===== src/hdl/pmc_params.svh =====
`ifndef PMC_PARAMS_SVH
`define PMC_PARAMS_SVH
// Standby control word bit positions
`define PMC_STANDBY_CONTROL_REG_STOP_BIT   7
`define PMC_STANDBY_CONTROL_REG_SLEEP_BIT  6
`define PMC_STANDBY_CONTROL_REG_WATCH_BIT  3
// Software reset stretch, in cycles
`define PMC_SWRST_CYCLES    4'h4
// Reset value of the clock select (main clock)
`define PMC_CLKSEL_RST      1'b1
// Width of the stabilization wait selector (three choices)
`define PMC_WAIT_SEL_W      2
`endif


===== src/hdl/pmc_pkg.sv =====
package pmc_pkg;
    typedef enum logic [3:0] {
        PMC_RESET     = 4'h0,
        PMC_MAIN_RUN  = 4'h1,
        PMC_SUB_WAIT  = 4'h2,
        PMC_SUB_RUN   = 4'h3,
        PMC_MAIN_WAIT = 4'h4,
        PMC_SLEEP     = 4'h5,
        PMC_STOP      = 4'h6,
        PMC_STOP_WAIT = 4'h7,
        PMC_WATCH     = 4'h8,
        PMC_HALT      = 4'h9
    } pmc_state_t;

    typedef enum logic [1:0] {
        PMC_REQ_NONE  = 2'h0,
        PMC_REQ_SLEEP = 2'h1,
        PMC_REQ_WATCH = 2'h2,
        PMC_REQ_STOP  = 2'h3
    } pmc_req_t;
endpackage


===== src/hdl/pmc_ctrl.sv =====
`timescale 1ns/100ps
`include "pmc_params.svh"
// Notes on behaviour
// - After power-on and reset release, enter main run when timebase wait ends.
// - External, software or watchdog reset returns main or sub run to reset.
// - Clock select 0 moves main to sub run; first time waits subclock stabilization.
// - Clock select 1 returns to main after main wait; monitor bit shows it.
// - Sleep write enters sleep in both modes; any interrupt or external reset releases.
// - Stop write enters stop; external interrupt releases after oscillator wait, external reset releases at once.
// - Watch write enters watch only from sub run; released by ext/watch irq or reset.
// - No software or watchdog reset is generated while in any standby state.
// - Single-clock part switching to subclock halts CPU until reset.
// - Standby writes are discarded while a peripheral request is pending; no deferral.
// - Standby entry allowed during servicing if no request is pending.
// - Sleep exits when any peripheral request arrives; stop exits only on the external interrupt or an external reset.
// - After wake, branch if level beats CPU level and enabled, else resume.
// - Several standby bits at once: stop wins, then watch, then sleep.
// - Watch bit writes are ignored while on the main clock.
// - Stop wake waits: one of three timebase waits in main, prescaler wait in sub.
// - Standby request bits always read as 0; writing 0 does nothing.
module pmc_ctrl
    import pmc_pkg::*;
(
    input  wire logic                         clk,
    input  wire logic                         rst_b,
    input  wire logic                         ce,
    input  wire logic                         ext_reset_b,
    input  wire logic                         ext_irq,
    input  wire logic                         dual_clock,
    input  wire logic                         ctl_write,
    input  wire logic [7:0]                   standby_control_reg,
    input  wire logic                         clk_sel_write,
    input  wire logic                         clock_select_bit,
    input  wire logic                         sw_reset_req,
    input  wire logic                         wdt_reset_req,
    input  wire logic                         periph_irq,
    input  wire logic                         watch_irq,
    input  wire logic [1:0]                   irq_level_setting_regs,
    input  wire logic [1:0]                   cpu_level_bits,
    input  wire logic                         irq_enable,
    input  wire logic [`PMC_WAIT_SEL_W-1:0]   wait_sel,
    input  wire logic [2:0]                   timebase_wait_end,
    input  wire logic                         prescaler_wait_end,
    output logic [7:0]                        standby_readback,
    output logic                              clock_monitor_bit,
    output logic                              cpu_clk_en,
    output logic                              wdt_clk_en,
    output logic                              main_osc_en,
    output logic                              sub_osc_en,
    output logic                              sys_reset,
    output logic                              wake_branch,
    output logic                              wake_resume,
    output logic [3:0]                        power_state
);

    ////////////////////////////////////////////////////////////////////////
    // Synchronised pins
    logic ext_rst_s;
    logic ext_irq_s;
    logic ext_rst_pin;

    assign ext_rst_pin = ~ext_reset_b;

    pmc_sync u_sync_rst (
        .clk   (clk),
        .rst_b (rst_b),
        .ce    (ce),
        .d     (ext_rst_pin),
        .q     (ext_rst_s)
    );

    pmc_sync u_sync_irq (
        .clk   (clk),
        .rst_b (rst_b),
        .ce    (ce),
        .d     (ext_irq),
        .q     (ext_irq_s)
    );

    ////////////////////////////////////////////////////////////////////////
    // State record
    typedef struct packed {
        pmc_state_t  st;
        logic        sub_stable;
        logic        clk_mon;
        logic        clk_sel;
        logic [3:0]  swrst_cnt;
        logic        cpu_en;
        logic        wdt_en;
        logic        main_en;
        logic        sub_en;
        logic        rst_out;
        logic        branch;
        logic        resume;
        logic        stop_from_sub;
    } pmc_rec_t;

    pmc_rec_t cur_r;
    pmc_rec_t cur_nxt;
    pmc_req_t req;
    logic     irq_pending;
    logic     any_reset;
    logic     tb_end;
    logic     accept;

    // Pending request blocks entry, whether or not accepted
    assign irq_pending = periph_irq | ext_irq_s | watch_irq;
    assign tb_end      = timebase_wait_end[wait_sel];
    assign accept      = irq_enable & (irq_level_setting_regs < cpu_level_bits);

    ////////////////////////////////////////////////////////////////////////
    // Standby request decode
    always_comb begin
        req = PMC_REQ_NONE;
        if (ctl_write && standby_control_reg[`PMC_STANDBY_CONTROL_REG_STOP_BIT]) begin
            req = PMC_REQ_STOP;
        end else if (ctl_write && standby_control_reg[`PMC_STANDBY_CONTROL_REG_WATCH_BIT] && !cur_r.clk_sel) begin
            req = PMC_REQ_WATCH;
        end else if (ctl_write && standby_control_reg[`PMC_STANDBY_CONTROL_REG_SLEEP_BIT]) begin
            req = PMC_REQ_SLEEP;
        end
        if (irq_pending) begin
            req = PMC_REQ_NONE;
        end
    end

    ////////////////////////////////////////////////////////////////////////
    // Run-state resets; standby states never see sw or wdt resets
    // no sw/wdt in standby
    assign any_reset = ext_rst_s
        | ((cur_r.st == PMC_MAIN_RUN || cur_r.st == PMC_SUB_RUN) && (sw_reset_req || wdt_reset_req));

    ////////////////////////////////////////////////////////////////////////
    // Next-state logic
    always_comb begin
        cur_nxt        = cur_r;
        cur_nxt.branch = 1'b0;
        cur_nxt.resume = 1'b0;
        if (clk_sel_write) begin
            cur_nxt.clk_sel = clock_select_bit;
        end
        if (cur_r.swrst_cnt != 4'h0) begin
            cur_nxt.swrst_cnt = cur_r.swrst_cnt - 4'h1;
        end
        case (cur_r.st)
            PMC_RESET: begin
                if (!ext_rst_s && tb_end && cur_r.swrst_cnt == 4'h0) begin
                    cur_nxt.st      = PMC_MAIN_RUN;
                    cur_nxt.clk_mon = 1'b1;
                end
            end
            PMC_MAIN_RUN: begin
                if (!cur_r.clk_sel) begin
                    if (!dual_clock) begin
                        cur_nxt.st = PMC_HALT;
                    end else begin
                        cur_nxt.st = cur_r.sub_stable ? PMC_SUB_RUN : PMC_SUB_WAIT;
                        cur_nxt.clk_mon = ~cur_r.sub_stable;
                    end
                end else if (req == PMC_REQ_STOP) begin
                    cur_nxt.st = PMC_STOP;
                    cur_nxt.stop_from_sub = 1'b0;
                end else if (req == PMC_REQ_SLEEP) begin
                    cur_nxt.st = PMC_SLEEP;
                end
            end
            PMC_SUB_WAIT: begin
                if (prescaler_wait_end) begin
                    cur_nxt.st         = PMC_SUB_RUN;
                    cur_nxt.sub_stable = 1'b1;
                    cur_nxt.clk_mon    = 1'b0;
                end
            end
            PMC_SUB_RUN: begin
                if (cur_r.clk_sel) begin
                    cur_nxt.st = PMC_MAIN_WAIT;
                end else if (req == PMC_REQ_STOP) begin
                    cur_nxt.st = PMC_STOP;
                    cur_nxt.stop_from_sub = 1'b1;
                end else if (req == PMC_REQ_WATCH) begin
                    cur_nxt.st = PMC_WATCH;
                end else if (req == PMC_REQ_SLEEP) begin
                    cur_nxt.st = PMC_SLEEP;
                end
            end
            PMC_MAIN_WAIT: begin
                if (tb_end) begin
                    cur_nxt.st      = PMC_MAIN_RUN;
                    cur_nxt.clk_mon = 1'b1;
                end
            end
            PMC_SLEEP: begin
                if (irq_pending) begin
                    cur_nxt.st = cur_r.clk_mon ? PMC_MAIN_RUN : PMC_SUB_RUN;
                    cur_nxt.branch = accept;
                    cur_nxt.resume = ~accept;
                end
            end
            PMC_STOP: begin
                if (ext_irq_s) begin
                    cur_nxt.st = PMC_STOP_WAIT;
                end
            end
            PMC_STOP_WAIT: begin
                if (cur_r.stop_from_sub ? prescaler_wait_end : tb_end) begin
                    cur_nxt.st     = cur_r.stop_from_sub ? PMC_SUB_RUN : PMC_MAIN_RUN;
                    cur_nxt.branch = accept;
                    cur_nxt.resume = ~accept;
                end
            end
            PMC_WATCH: begin
                if (ext_irq_s || watch_irq) begin
                    cur_nxt.st     = PMC_SUB_RUN;
                    cur_nxt.branch = accept;
                    cur_nxt.resume = ~accept;
                end
            end
            PMC_HALT: begin
                cur_nxt.st = PMC_HALT;
            end
            default: begin
                cur_nxt.st = PMC_RESET;
            end
        endcase
        if (any_reset) begin
            cur_nxt.st      = PMC_RESET;
            cur_nxt.clk_sel = `PMC_CLKSEL_RST;
            cur_nxt.clk_mon = 1'b1;
            if (sw_reset_req && !ext_rst_s) begin
                cur_nxt.swrst_cnt = `PMC_SWRST_CYCLES;
            end
        end
        // CPU clock gated in waits and standby
        cur_nxt.cpu_en  = (cur_nxt.st == PMC_MAIN_RUN) || (cur_nxt.st == PMC_SUB_RUN);
        cur_nxt.wdt_en  = cur_nxt.cpu_en;
        cur_nxt.main_en = !(cur_nxt.st == PMC_STOP || cur_nxt.st == PMC_WATCH || cur_nxt.st == PMC_SUB_RUN
                            || (cur_nxt.st == PMC_STOP_WAIT && cur_nxt.stop_from_sub));
        cur_nxt.sub_en  = !(cur_nxt.st == PMC_STOP || cur_nxt.st == PMC_HALT
                            || (cur_nxt.st == PMC_STOP_WAIT && !cur_nxt.stop_from_sub));
        cur_nxt.rst_out = (cur_nxt.st == PMC_RESET);
    end

    ////////////////////////////////////////////////////////////////////////
    // Register the record; ce freezes everything
    always_ff @(posedge clk or negedge rst_b) begin
        if (!rst_b) begin
            cur_r <= '{st: PMC_RESET, sub_stable: 1'b0, clk_mon: 1'b1, clk_sel: 1'b1,
                       swrst_cnt: 4'h0, cpu_en: 1'b0, wdt_en: 1'b0, main_en: 1'b1,
                       sub_en: 1'b1, rst_out: 1'b1, branch: 1'b0, resume: 1'b0,
                       stop_from_sub: 1'b0};
        end else if (ce) begin
            cur_r <= cur_nxt;
        end
    end

    ////////////////////////////////////////////////////////////////////////
    // Outputs straight from flops, except the constant readback
    // request bits read as 0
    assign standby_readback  = 8'h00;
    assign clock_monitor_bit = cur_r.clk_mon;
    assign cpu_clk_en        = cur_r.cpu_en;
    assign wdt_clk_en        = cur_r.wdt_en;
    assign main_osc_en       = cur_r.main_en;
    assign sub_osc_en        = cur_r.sub_en;
    assign sys_reset         = cur_r.rst_out;
    assign wake_branch       = cur_r.branch;
    assign wake_resume       = cur_r.resume;
    assign power_state       = cur_r.st;

    ////////////////////////////////////////////////////////////////////////
    // Checks
    property p_stop_gate;
        @(posedge clk) disable iff (!rst_b)
        (ce && cur_r.st == PMC_MAIN_RUN && irq_pending && !any_reset && cur_r.clk_sel) |=> (cur_r.st == PMC_MAIN_RUN);
    endproperty
    a_stop_gate: assert property (p_stop_gate) else $error("standby entered with pending irq");

    property p_cpu_gated;
        @(posedge clk) disable iff (!rst_b)
        (cur_r.st == PMC_STOP_WAIT || cur_r.st == PMC_MAIN_WAIT || cur_r.st == PMC_SUB_WAIT) |-> !cpu_clk_en;
    endproperty
    a_cpu_gated: assert property (p_cpu_gated) else $error("cpu clock on during wait");

    property p_watch_main;
        @(posedge clk) disable iff (!rst_b)
        (cur_r.st == PMC_MAIN_RUN) |=> (cur_r.st != PMC_WATCH);
    endproperty
    a_watch_main: assert property (p_watch_main) else $error("watch entered from main");

    property p_halt_sticky;
        @(posedge clk) disable iff (!rst_b)
        (cur_r.st == PMC_HALT && !ext_rst_s) |=> (cur_r.st == PMC_HALT);
    endproperty
    a_halt_sticky: assert property (p_halt_sticky) else $error("halt left without reset");

    property p_stop_prio;
        @(posedge clk) disable iff (!rst_b)
        (ce && req != PMC_REQ_NONE && ctl_write && standby_control_reg[`PMC_STANDBY_CONTROL_REG_STOP_BIT]) |-> (req == PMC_REQ_STOP);
    endproperty
    a_stop_prio: assert property (p_stop_prio) else $error("stop lost priority");

    property p_sleep_wake;
        @(posedge clk) disable iff (!rst_b)
        (ce && cur_r.st == PMC_SLEEP && irq_pending && !any_reset) |=> (wake_branch ^ wake_resume);
    endproperty
    a_sleep_wake: assert property (p_sleep_wake) else $error("sleep not exited on irq");

    property p_standby_no_sw;
        @(posedge clk) disable iff (!rst_b)
        (ce && cur_r.st == PMC_WATCH && !ext_rst_s && !ext_irq_s && !watch_irq) |=> (cur_r.st == PMC_WATCH);
    endproperty
    a_standby_no_sw: assert property (p_standby_no_sw) else $error("watch left without cause");

    property p_main_mon;
        @(posedge clk) disable iff (!rst_b)
        (ce && cur_r.st == PMC_MAIN_WAIT && tb_end && !any_reset) |=> (clock_monitor_bit && cur_r.st == PMC_MAIN_RUN);
    endproperty
    a_main_mon: assert property (p_main_mon) else $error("monitor not set after main wait");

endmodule // pmc_ctrl


===== src/hdl/pmc_sync.sv =====
`timescale 1ns/100ps
// Two-flop synchroniser; first stage feeds only the second
module pmc_sync (
    input  wire logic clk,
    input  wire logic rst_b,
    input  wire logic ce,
    input  wire logic d,
    output logic      q
);
    logic meta_r;

    // Double flop for asynchronous pins
    always_ff @(posedge clk or negedge rst_b) begin
        if (!rst_b) begin
            meta_r <= 1'b0;
            q      <= 1'b0;
        end else if (ce) begin
            meta_r <= d;
            q      <= meta_r;
        end
    end
endmodule // pmc_sync


===== config.mk =====
export PLATFORM = sky130hd
export DESIGN_NAME = pmc_ctrl
export DESIGN_NICKNAME = d
export VERILOG_FILES = /design/src/hdl/pmc_pkg.sv /design/src/hdl/pmc_ctrl.sv /design/src/hdl/pmc_sync.sv
export VERILOG_INCLUDE_DIRS = /design/src /design/src/hdl
export SDC_FILE = /design/constraint.sdc
export NUM_CORES = 1
export LEC_CHECK = 0
export BUFFER_PORTS_ARGS = -buffer_cell sky130_fd_sc_hd__buf_4
export CAP_MARGIN = 40
export CELL_PAD_IN_SITES_DETAIL_PLACEMENT = 1
export CELL_PAD_IN_SITES_GLOBAL_PLACEMENT = 2
export CORE_MARGIN = 4
export CORE_UTILIZATION = 33
export CTS_BUF_LIST = sky130_fd_sc_hd__clkbuf_4
export DETAILED_ROUTE_END_ITERATION = 16
export GPL_ROUTABILITY_DRIVEN = 1
export PLACE_DENSITY = 0.95
export RECOVER_POWER = 100
export SLEW_MARGIN = 20
export SYNTH_ARGS = -nofsm -noshare
export SYNTH_HDL_FRONTEND = slang
export SYNTH_HIERARCHICAL = 1
export SYNTH_SLANG_ARGS = --single-unit

===== constraint.sdc =====
create_clock -name clk -period 4.2 [get_ports clk]
set_clock_uncertainty 0.1 [all_clocks]
set_input_delay 0.21 -clock clk [delete_from_list [all_inputs] [get_ports clk]]
set_output_delay 0.21 -clock clk [all_outputs]
set_load 0.01 [all_outputs]

Word-level counts from Yosys, hierarchy flattened
Index checks and enable logic that the tools add are counted.
- add/subtract/negate cells: 1
- order comparisons: 2
- eq/ne operators: 23
- muxes and demuxes: 44
- bitwise operators: 7
- reduce and logical (&&, ||, !) cells: 33
- operators with widths (kind ; number):
    4-bit two-way mux ; 16
    4-bit case mux with 10 select lines ; 1
    4-bit by 3-bit == test with 1-bit output (second input constant) ; 6
    4-bit == test (second input constant) ; 4
    2-bit two-way mux ; 8
    3-bit != test (second input constant) ; 5
    1-bit two-way mux ; 13
    4-bit by 2-bit == test with 1-bit output (second input constant) ; 3
    4-bit zero test ; 3
    6-bit two-way mux ; 2
    1-bit logical AND ; 10
    1-bit logical OR ; 9
    4-bit by 1-bit == test with 1-bit output (second input constant) ; 2
    7-bit AND reduction ; 1
    2-bit case mux with 3 select lines ; 1
    1-bit zero test ; 5
    5-bit nonzero test ; 1
    2-bit == test (second input constant) ; 2
    1-bit case mux with 4 select lines ; 1
    4-bit nonzero test ; 1
    4-bit by 1-bit subtractor with 4-bit output (second input constant) ; 1
    2-bit by 3-bit < comparator with 1-bit output (second input constant) ; 1
    1-bit NOT ; 3
    1-bit OR ; 3
    8 further kinds ; 8
- register bits: 22
- word-level logic and storage cells: 126

Depth between registers and ports, before layout
Gate-level depths: netlist of run 1.
- depth after elaboration: 17
- depth in mapped cells: 9
- gate-level depth less buffers: 8

Modules after synthesis
The synthesis of run 1 kept the hierarchy.
- by module, submodules not included (module ; instances ; cells each ; area an instance (µm²)):
    pmc_ctrl ; 1 ; 185 ; 1536.5
    pmc_sync ; 2 ; 4 ; 72.6

Least setup slack after synthesis of run 1
No wires, ideal clock.
- kind: reg2reg
- start point: register u_sync_irq.q
- end point: register cur_r, in the netlist sub_osc_en
- library setup time: 0.079 ns
- data arrival time: 2.225 ns
- slack: 1.796 ns
- cell stages (with the launch flop): 8
- path buffers: 1
- clock period less this slack: 2.404 ns
- path through: dfrtp_1 or4b_4 o221a_1 a211o_1 or2_1 buf_6 a211o_1 a22o_1
- longest elaborated chain between the ends: 14
- RTL lines (what ; RTL line ; text):
    start, declared ; pmc_sync.sv:8 ; output logic q
    start signal, assigned ; pmc_sync.sv:19 ; q <= meta_r;
    1-bit OR (2 in series) ; pmc_ctrl.sv:107 ; assign irq_pending = periph_irq | ext_irq_s | watch_irq;
    2-bit two-way mux ; pmc_ctrl.sv:122 ; if (irq_pending) begin
    2-bit by 1-bit == test with 1-bit output ; pmc_ctrl.sv:163, pmc_ctrl.sv:182 ;
    4-bit two-way mux ; pmc_ctrl.sv:163, pmc_ctrl.sv:182 ;
    4-bit two-way mux ; pmc_ctrl.sv:180 ; end else if (req == PMC_REQ_WATCH) begin
    4-bit two-way mux ; pmc_ctrl.sv:177 ; end else if (req == PMC_REQ_STOP) begin
    4-bit two-way mux ; pmc_ctrl.sv:175 ; if (cur_r.clk_sel) begin
    4-bit case mux with 10 select lines ; pmc_ctrl.sv:145 ; case (cur_r.st)
    4-bit two-way mux ; pmc_ctrl.sv:225 ; if (any_reset) begin
    4-bit by 3-bit == test with 1-bit output, or another cell as far along ; pmc_ctrl.sv:238 ; cur_nxt.sub_en = !(cur_nxt.st == PMC_STOP || cur_nxt.st == PMC_HALT
    1-bit logical OR / 1-bit logical AND (equally long branches) ; pmc_ctrl.sv:238, pmc_ctrl.sv:239 ;
    1-bit logical OR * ; pmc_ctrl.sv:239 ; || (cur_nxt.st == PMC_STOP_WAIT && !cur_nxt.stop_from_sub));
    1-bit zero test * ; pmc_ctrl.sv:238 ;
    end signal, assigned ; pmc_ctrl.sv:247 ; cur_r <= '{st: PMC_RESET, sub_stable: 1'b0, clk_mon: 1'b1, clk_sel: 1'b1,
    end signal, assigned ; pmc_ctrl.sv:252 ; cur_r <= cur_nxt;
    end, declared ; pmc_ctrl.sv:98 ; pmc_rec_t cur_r;
Every way passes the cells marked *; elsewhere a longest branch is shown, timed or not.
A chain may end at the register's enable or synchronous reset.

Final worst setup path of run 1
Same ends and word-level chain as after synthesis.

==> results of run 1 <==
worst max-delay path, stage by stage (launching register included):
cell and delay, ns:
dfrtp_1 0.48, nor4b_1 0.91, o21ai_0 0.28, a211o_1 0.37
or2_0 0.36, a211o_1 0.31, a22o_1 0.18
repair_timing:
action,in CTS,in global routing
hold buffers,1,0
resized for setup,0,0
hold endpoints to repair,22,0
power by group through the flow:
stage	logic [mW]	registers, mW	clock network (mW)
detailed placement	0.217	0.304	0
floorplan	0.163	0.286	0
global placement	0.208	0.303	0
global route	0.239	0.309	0.121
finish	0.209	0.300	0.108
CTS	0.219	0.301	0.112
sequential cells by signal, summed over array words and instances (netlist names):
signal             flops
sub_osc_en             1
u_sync_rst/meta_r      1
u_sync_rst/q           1
sys_reset              1
wdt_clk_en             1
u_sync_irq/meta_r      1
wake_resume            1
power_state            4
u_sync_irq/q           1
cur_r                  7
wake_branch            1
clock_monitor_bit      1
main_osc_en            1
path summary, 6_finish.rpt:
kind / endpoint / depth (start not counted) / startpoint
min in group asynchronous: cur_r[14]$_DFFE_PN0P_ / 2 / rst_b
max reg2reg: sub_osc_en$_DFFE_PN1P_ / 6 / u_sync_irq/q$_DFFE_PN0P_
min reg2reg: u_sync_rst/meta_r$_DFFE_PN0P_ / 1 / u_sync_rst/meta_r$_DFFE_PN0P_
min: u_sync_irq/meta_r$_DFFE_PN0P_ / 2 / ext_irq
max in group asynchronous: wdt_clk_en$_DFFE_PN0P_ / 2 / rst_b
max: sub_osc_en$_DFFE_PN1P_ / 6 / u_sync_irq/q$_DFFE_PN0P_
layout make-up:
cell class / count / share of cell area (%)
flip-flops and latches: 22 / 28.62
clock buffers: 4 / 1.543
repair buffers: 40 / 13.63
multi-input cells: 146 / 49.77
inverters: 11 / 2.122
well taps: 67 / 4.309
per-stage QoR:
| step | cell area (µm²) | power, mW | setup WS [ns] |
|---|---|---|---|
| after floorplan | 1708 | 0.4487 | 1.796 |
| after global placement | 1949 | 0.5111 | 1.642 |
| after detailed placement | 1949 | 0.5206 | 1.581 |
| after CTS | 1989 | 0.6318 | 1.540 |
| after global routing | 1946 | 0.6690 | 0.9024 |
| final | 1946 | 0.6171 | 1.141 |
logic make-up (layout without fill, tap and decap cells):
group | Yosys count | after routing | synth area share [%]
AND/OR/NAND/NOR | 68 | 68 | 22.99
adder cells (fa/ha/maj) | 2 | 2 | 1.488
flip-flops | 22 | 22 | 33.11
buffers and inverters | 32 | 55 | 10.49
multiplexers | 9 | 9 | 5.803
AO/OA/AOI/OAI | 59 | 59 | 25.89
other | 1 | 8 | 0.2230
layer usage:
| metal | global-route usage [%] | part of all wire, % |
|---|---|---|
| met2 | 23.65 | 43 |
| met5 | 0 | 0 |
| met3 | 2.032 | 4.9 |
| met4 | 5.326 | 2.2 |
| met1 | 20.53 | 49 |
cell usage in the layout (no fill, tap or decap), types with 4 or more instances in the layout:
| cell | count |
|---|---|
| buf_4 | 29 |
| dfrtp_1 | 17 |
| nor2_1 | 15 |
| o21ai_0 | 14 |
| nand2_1 | 14 |
| inv_1 | 11 |
| clkbuf_1 | 10 |
| conb_1 | 8 |
| nor2b_1 | 7 |
| a21oi_1 | 7 |
| mux2_2 | 6 |
| nor3_1 | 5 |
| nand3b_1 | 4 |
| a211o_1 | 4 |
| clkbuf_4 | 4 |
==> metrics.yaml, run 1 <==
grt_pass1_wl_um: 7707
drive_gt1_share_pct: 21.52
wl_per_cell_um: 15.48
gp_congestion: 0.8138
fin_crit_sh_pct: 72.82
setup.worst_path.class: "reg -> reg"
drc_errors: 0
yosysTopAreaCell: "dfrtp_1"
final_cells: 290
synth_enable_flop_cells: 0
ys_top_cells_by_count: "17 x dfrtp_1, 15 x nor2_1, 14 x nand2_1, 14 x o21ai_0, 13 x buf_4"
yosys-top-cells-area: "dfrtp_1 25%, dfstp_2 7.8%, buf_4 5.8%"
syn_area_mm2: 0.001682
drt_iter0_markers: 83
worstMarginPinSlew_ns: 1.207
final_util_pct: 40.39
synth.distinct_cells: 52
antenna_found_initial: 0
max-cap-violations: 0
grt_usage_pct: 14.86
placementRows: 25
tns_ns: 0
swShare_pct: 35.97
area_growth_pct: 15.70
dp_hpwl_um: 3488
maxSlewViolCount: 0
power.internal_mw: 0.3951
hold_viol: 0
rsz0062_at_grt: "no"
switchingPower_mw: 0.2220
critPathMaxFanout: 7
hold_ws_ns: 0.02633
status: "finished, final reports clean"
coreArea_mm2: 0.004817
synthArstFlopShare_pct: 100.0
via_per_inst: 5.400
ys_warn_count: 6
cts_tree: "built"
first_global_vias: 1672
synth-main-ff-cell: "dfrtp_1"
die_y_um: 79.39
grt_max_degree: 23
ctsLongestPathBuffers: 2
synth.avg_cell_area_um2: 8.713
cts.reportedPaths.clkPinSlew_ns: 0.13
clk_latency_ns: 0.30
grt_overflow_total: 0
slew_headroom_pct: 19.55
numClockSinks: 22
start_kind: "flip-flop"
max_freq_mhz: 327.0
power-per-cell-area_mw_per_mm2: 317.2
final-setup-viol-count: 0
endpoint_kind: "flip-flop"
postCtsSetupRepairBufs: 0
nNetsFinal: 258
placedCellCount: 285
synth_top_area_share_pct: 25.30
nFillCells: 604
cts_buffers: 3
leakagePower_nw: 0.8409
htreeDepth: 1
seqCellArea_um2: 556.8
r2r_slack_ns: 1.14
fin_crit_ns: 3.059
yosysSeqAreaShare_pct: 33.11
p_seq_share_pct: 48.6
p_comb_share_pct: 33.8
cp.arrival_ns: 3.20
synth-seq-cells: 22
initial_core_util_pct: 34.91
synth_most_common_cell: "dfrtp_1"
wl_um: 4489
hp-class: "in -> reg"
crit_required_ns: 4.34
clkPwrFrac_pct: 17.6
cts_root_buf: "clkbuf_4"
vdd_ir_drop_max_uv: 138.2
diodes: 0
antenna_left: 0
dr.pass1.iters: 4
multi_input_area_um2: 968.4
io-pin-count: 52
die_x_um: 79.39
io_buffers: 38
syn_inst: 193
num_vias: 1566
die-area_mm2: 0.006302
Power figures use the tool's default switching activity.
==> inputs of run 2 (changes only) <==
- CORE_UTILIZATION: 33 -> 30
- PLACE_DENSITY: 0.95 -> 0.91
- clock period: 4.2 -> 3 ns (I/O delays scaled with it)
==> metrics.yaml, run 2 (same netlist as run 1, synthesis figures left out) <==
status: "finished, final reports clean"
fin_crit_sh_pct: 84.86
coreArea_mm2: 0.005270
hp-class: "in -> reg"
slew_headroom_pct: 21.06
nNetsFinal: 263
dp_worst_setup_slack_ns: 0.4583
drt_iter0_markers: 66
critPathMaxFanout: 7
die_y_um: 82.87
final_util_pct: 37.84
timing.rr.end: "sub_osc_en$_DFFE_PN1P_"
tns_ns: 0
max_freq_mhz: 392.8
postCtsSetupRepairBufs: 0
worstMarginPinSlew_ns: 1.184
endpoint: "sub_osc_en$_DFFE_PN1P_"
num_vias: 1549
leakagePower_nw: 0.8699
antenna_left: 0
crit_cells: 6
vdd_ir_drop_max_uv: 206.2
start_kind: "flip-flop"
setup_slack_ns: 0.4543
cp.arrival_ns: 2.69
htreeDepth: 1
first_global_vias: 1529
power-per-cell-area_mw_per_mm2: 435.0
drive_gt1_share_pct: 21.49
regMostFlops: "cur_r"
placementRows: 26
setup.worst_path.class: "reg -> reg"
antenna_found_initial: 0
die_x_um: 82.87
numClockSinks: 22
diodes: 0
maxSlewViolCount: 0
cp_slowest_cell: "or4b_4"
gp_congestion: 0.7885
ctsLongestPathBuffers: 2
worstHoldStart: "ext_reset_b"
grt_pass1_wl_um: 7790
grtUsageMet3_pct: 1.980
fin_crit_ns: 2.546
endpoint_kind: "flip-flop"
power_mw: 0.8675
rr_worst_depth: 6
critPathTopFamily: "compound AO/OA/AOI/OAI gates"
wl_um: 4512
grt_max_degree: 23
cts.reportedPaths.clkPinSlew_ns: 0.13
io_buffers: 38
final-setup-viol-count: 0
dr.pass1.iters: 5
r2r_slack_ns: 0.45
crit_buf_inv: 0
max-cap-violations: 0
top_usage_layer: "met2"
cts_tree: "built"
nFillCells: 659
initial_core_util_pct: 31.91
wl_per_cell_um: 15.14
cts_buffers: 3
r2r-start: "u_sync_irq/q$_DFFE_PN0P_"
largest_register_ffs: 7
drc_errors: 0
grt_usage_pct: 13.38
cts_root_buf: "clkbuf_4"
final_common_cell: "buf_4"
dp_hpwl_um: 3611
worstSetupStartpoint: "u_sync_irq/q$_DFFE_PN0P_"
crit_top_cell: "a211o_1"
cp_cell_sequence: "or4b_4, o221a_1, a211o_1, or2_1, a211o_1, a22o_1"
cpPeakStageDelay_ns: 0.54
use_met1_pct: 19.90
clk_latency_ns: 0.31
final_cell_mix: "30 x buf_4, 17 x dfrtp_1, 15 x nor2_1, 14 x o21ai_0, 14 x nand2_1"
use_met2_pct: 20.26
crit_required_ns: 3.15
cts_resized: 0
grt_overflow_total: 0
hold_viol: 0
area_growth_pct: 18.60
hold_ws_ns: 0.02880
die-area_mm2: 0.006867
io-pin-count: 52
rsz0062_at_grt: "no"
via_per_inst: 5.198
[run 2: how the worst min path moves through the flow]
| stage | to | slack (ns) | cells after the start |
|---|---|---|---|
| final | u_sync_rst/meta_r$_DFFE_PN0P_ | 0.03 | 3 |
| after global routing | u_sync_rst/meta_r$_DFFE_PN0P_ | 0.04 | 3 |
| after CTS | u_sync_rst/meta_r$_DFFE_PN0P_ | 0.03 | 3 |
| after detailed placement | wdt_clk_en$_DFFE_PN0P_ | -0.04 | 1 |
| after global placement | wdt_clk_en$_DFFE_PN0P_ | -0.04 | 1 |
| after floorplan | cur_r[0]$_DFFE_PN0P_ | -0.25 | 0 |
[run 2: power by group]
group          internal [mW]  leakage, nW  switching [mW]
Sequential             0.354        0.266          0.0617
Clock                 0.0609       0.0184          0.0921
Combinational          0.141        0.585           0.157
Total                  0.556        0.870           0.311
[run 2: what timing repair did]
action                                  CTS  global route
endpoints found under the setup margin    0             0
hold buffers                              3             0
endpoints found under the hold margin    24             0
[run 2: layer usage]
layer | wire [µm] | share of wire, %
met5 | 0 | 0
met4 | 19 | 0.42
met3 | 141 | 3.1
met2 | 2109 | 47
met1 | 2242 | 50
[run 2: per-stage QoR]
step / std cells / cell area (µm²)
5_1_grt: 298 / 1994
3_5_place_dp: 291 / 1976
4_1_cts: 298 / 2036
2_1_floorplan: 200 / 1708
6_report: 298 / 1994
3_3_place_gp: 291 / 1976
[run 2: worst min-delay path, cell delays in order]
cell    delay (ns)
buf_4         0.10
inv_1         0.04
mux2_2        0.12
[run 2: area by class of cell]
cell class                      instances  area, µm²  area share, %
Timing Repair Buffer                   45      304.0          15.24
Clock buffer                            4      30.03          1.506
Multi-Input combinational cell        146      974.7          48.87
Tap cell                               70      87.58          4.391
Inverter                               11      41.29          2.070
Sequential cell                        22      556.8          27.92
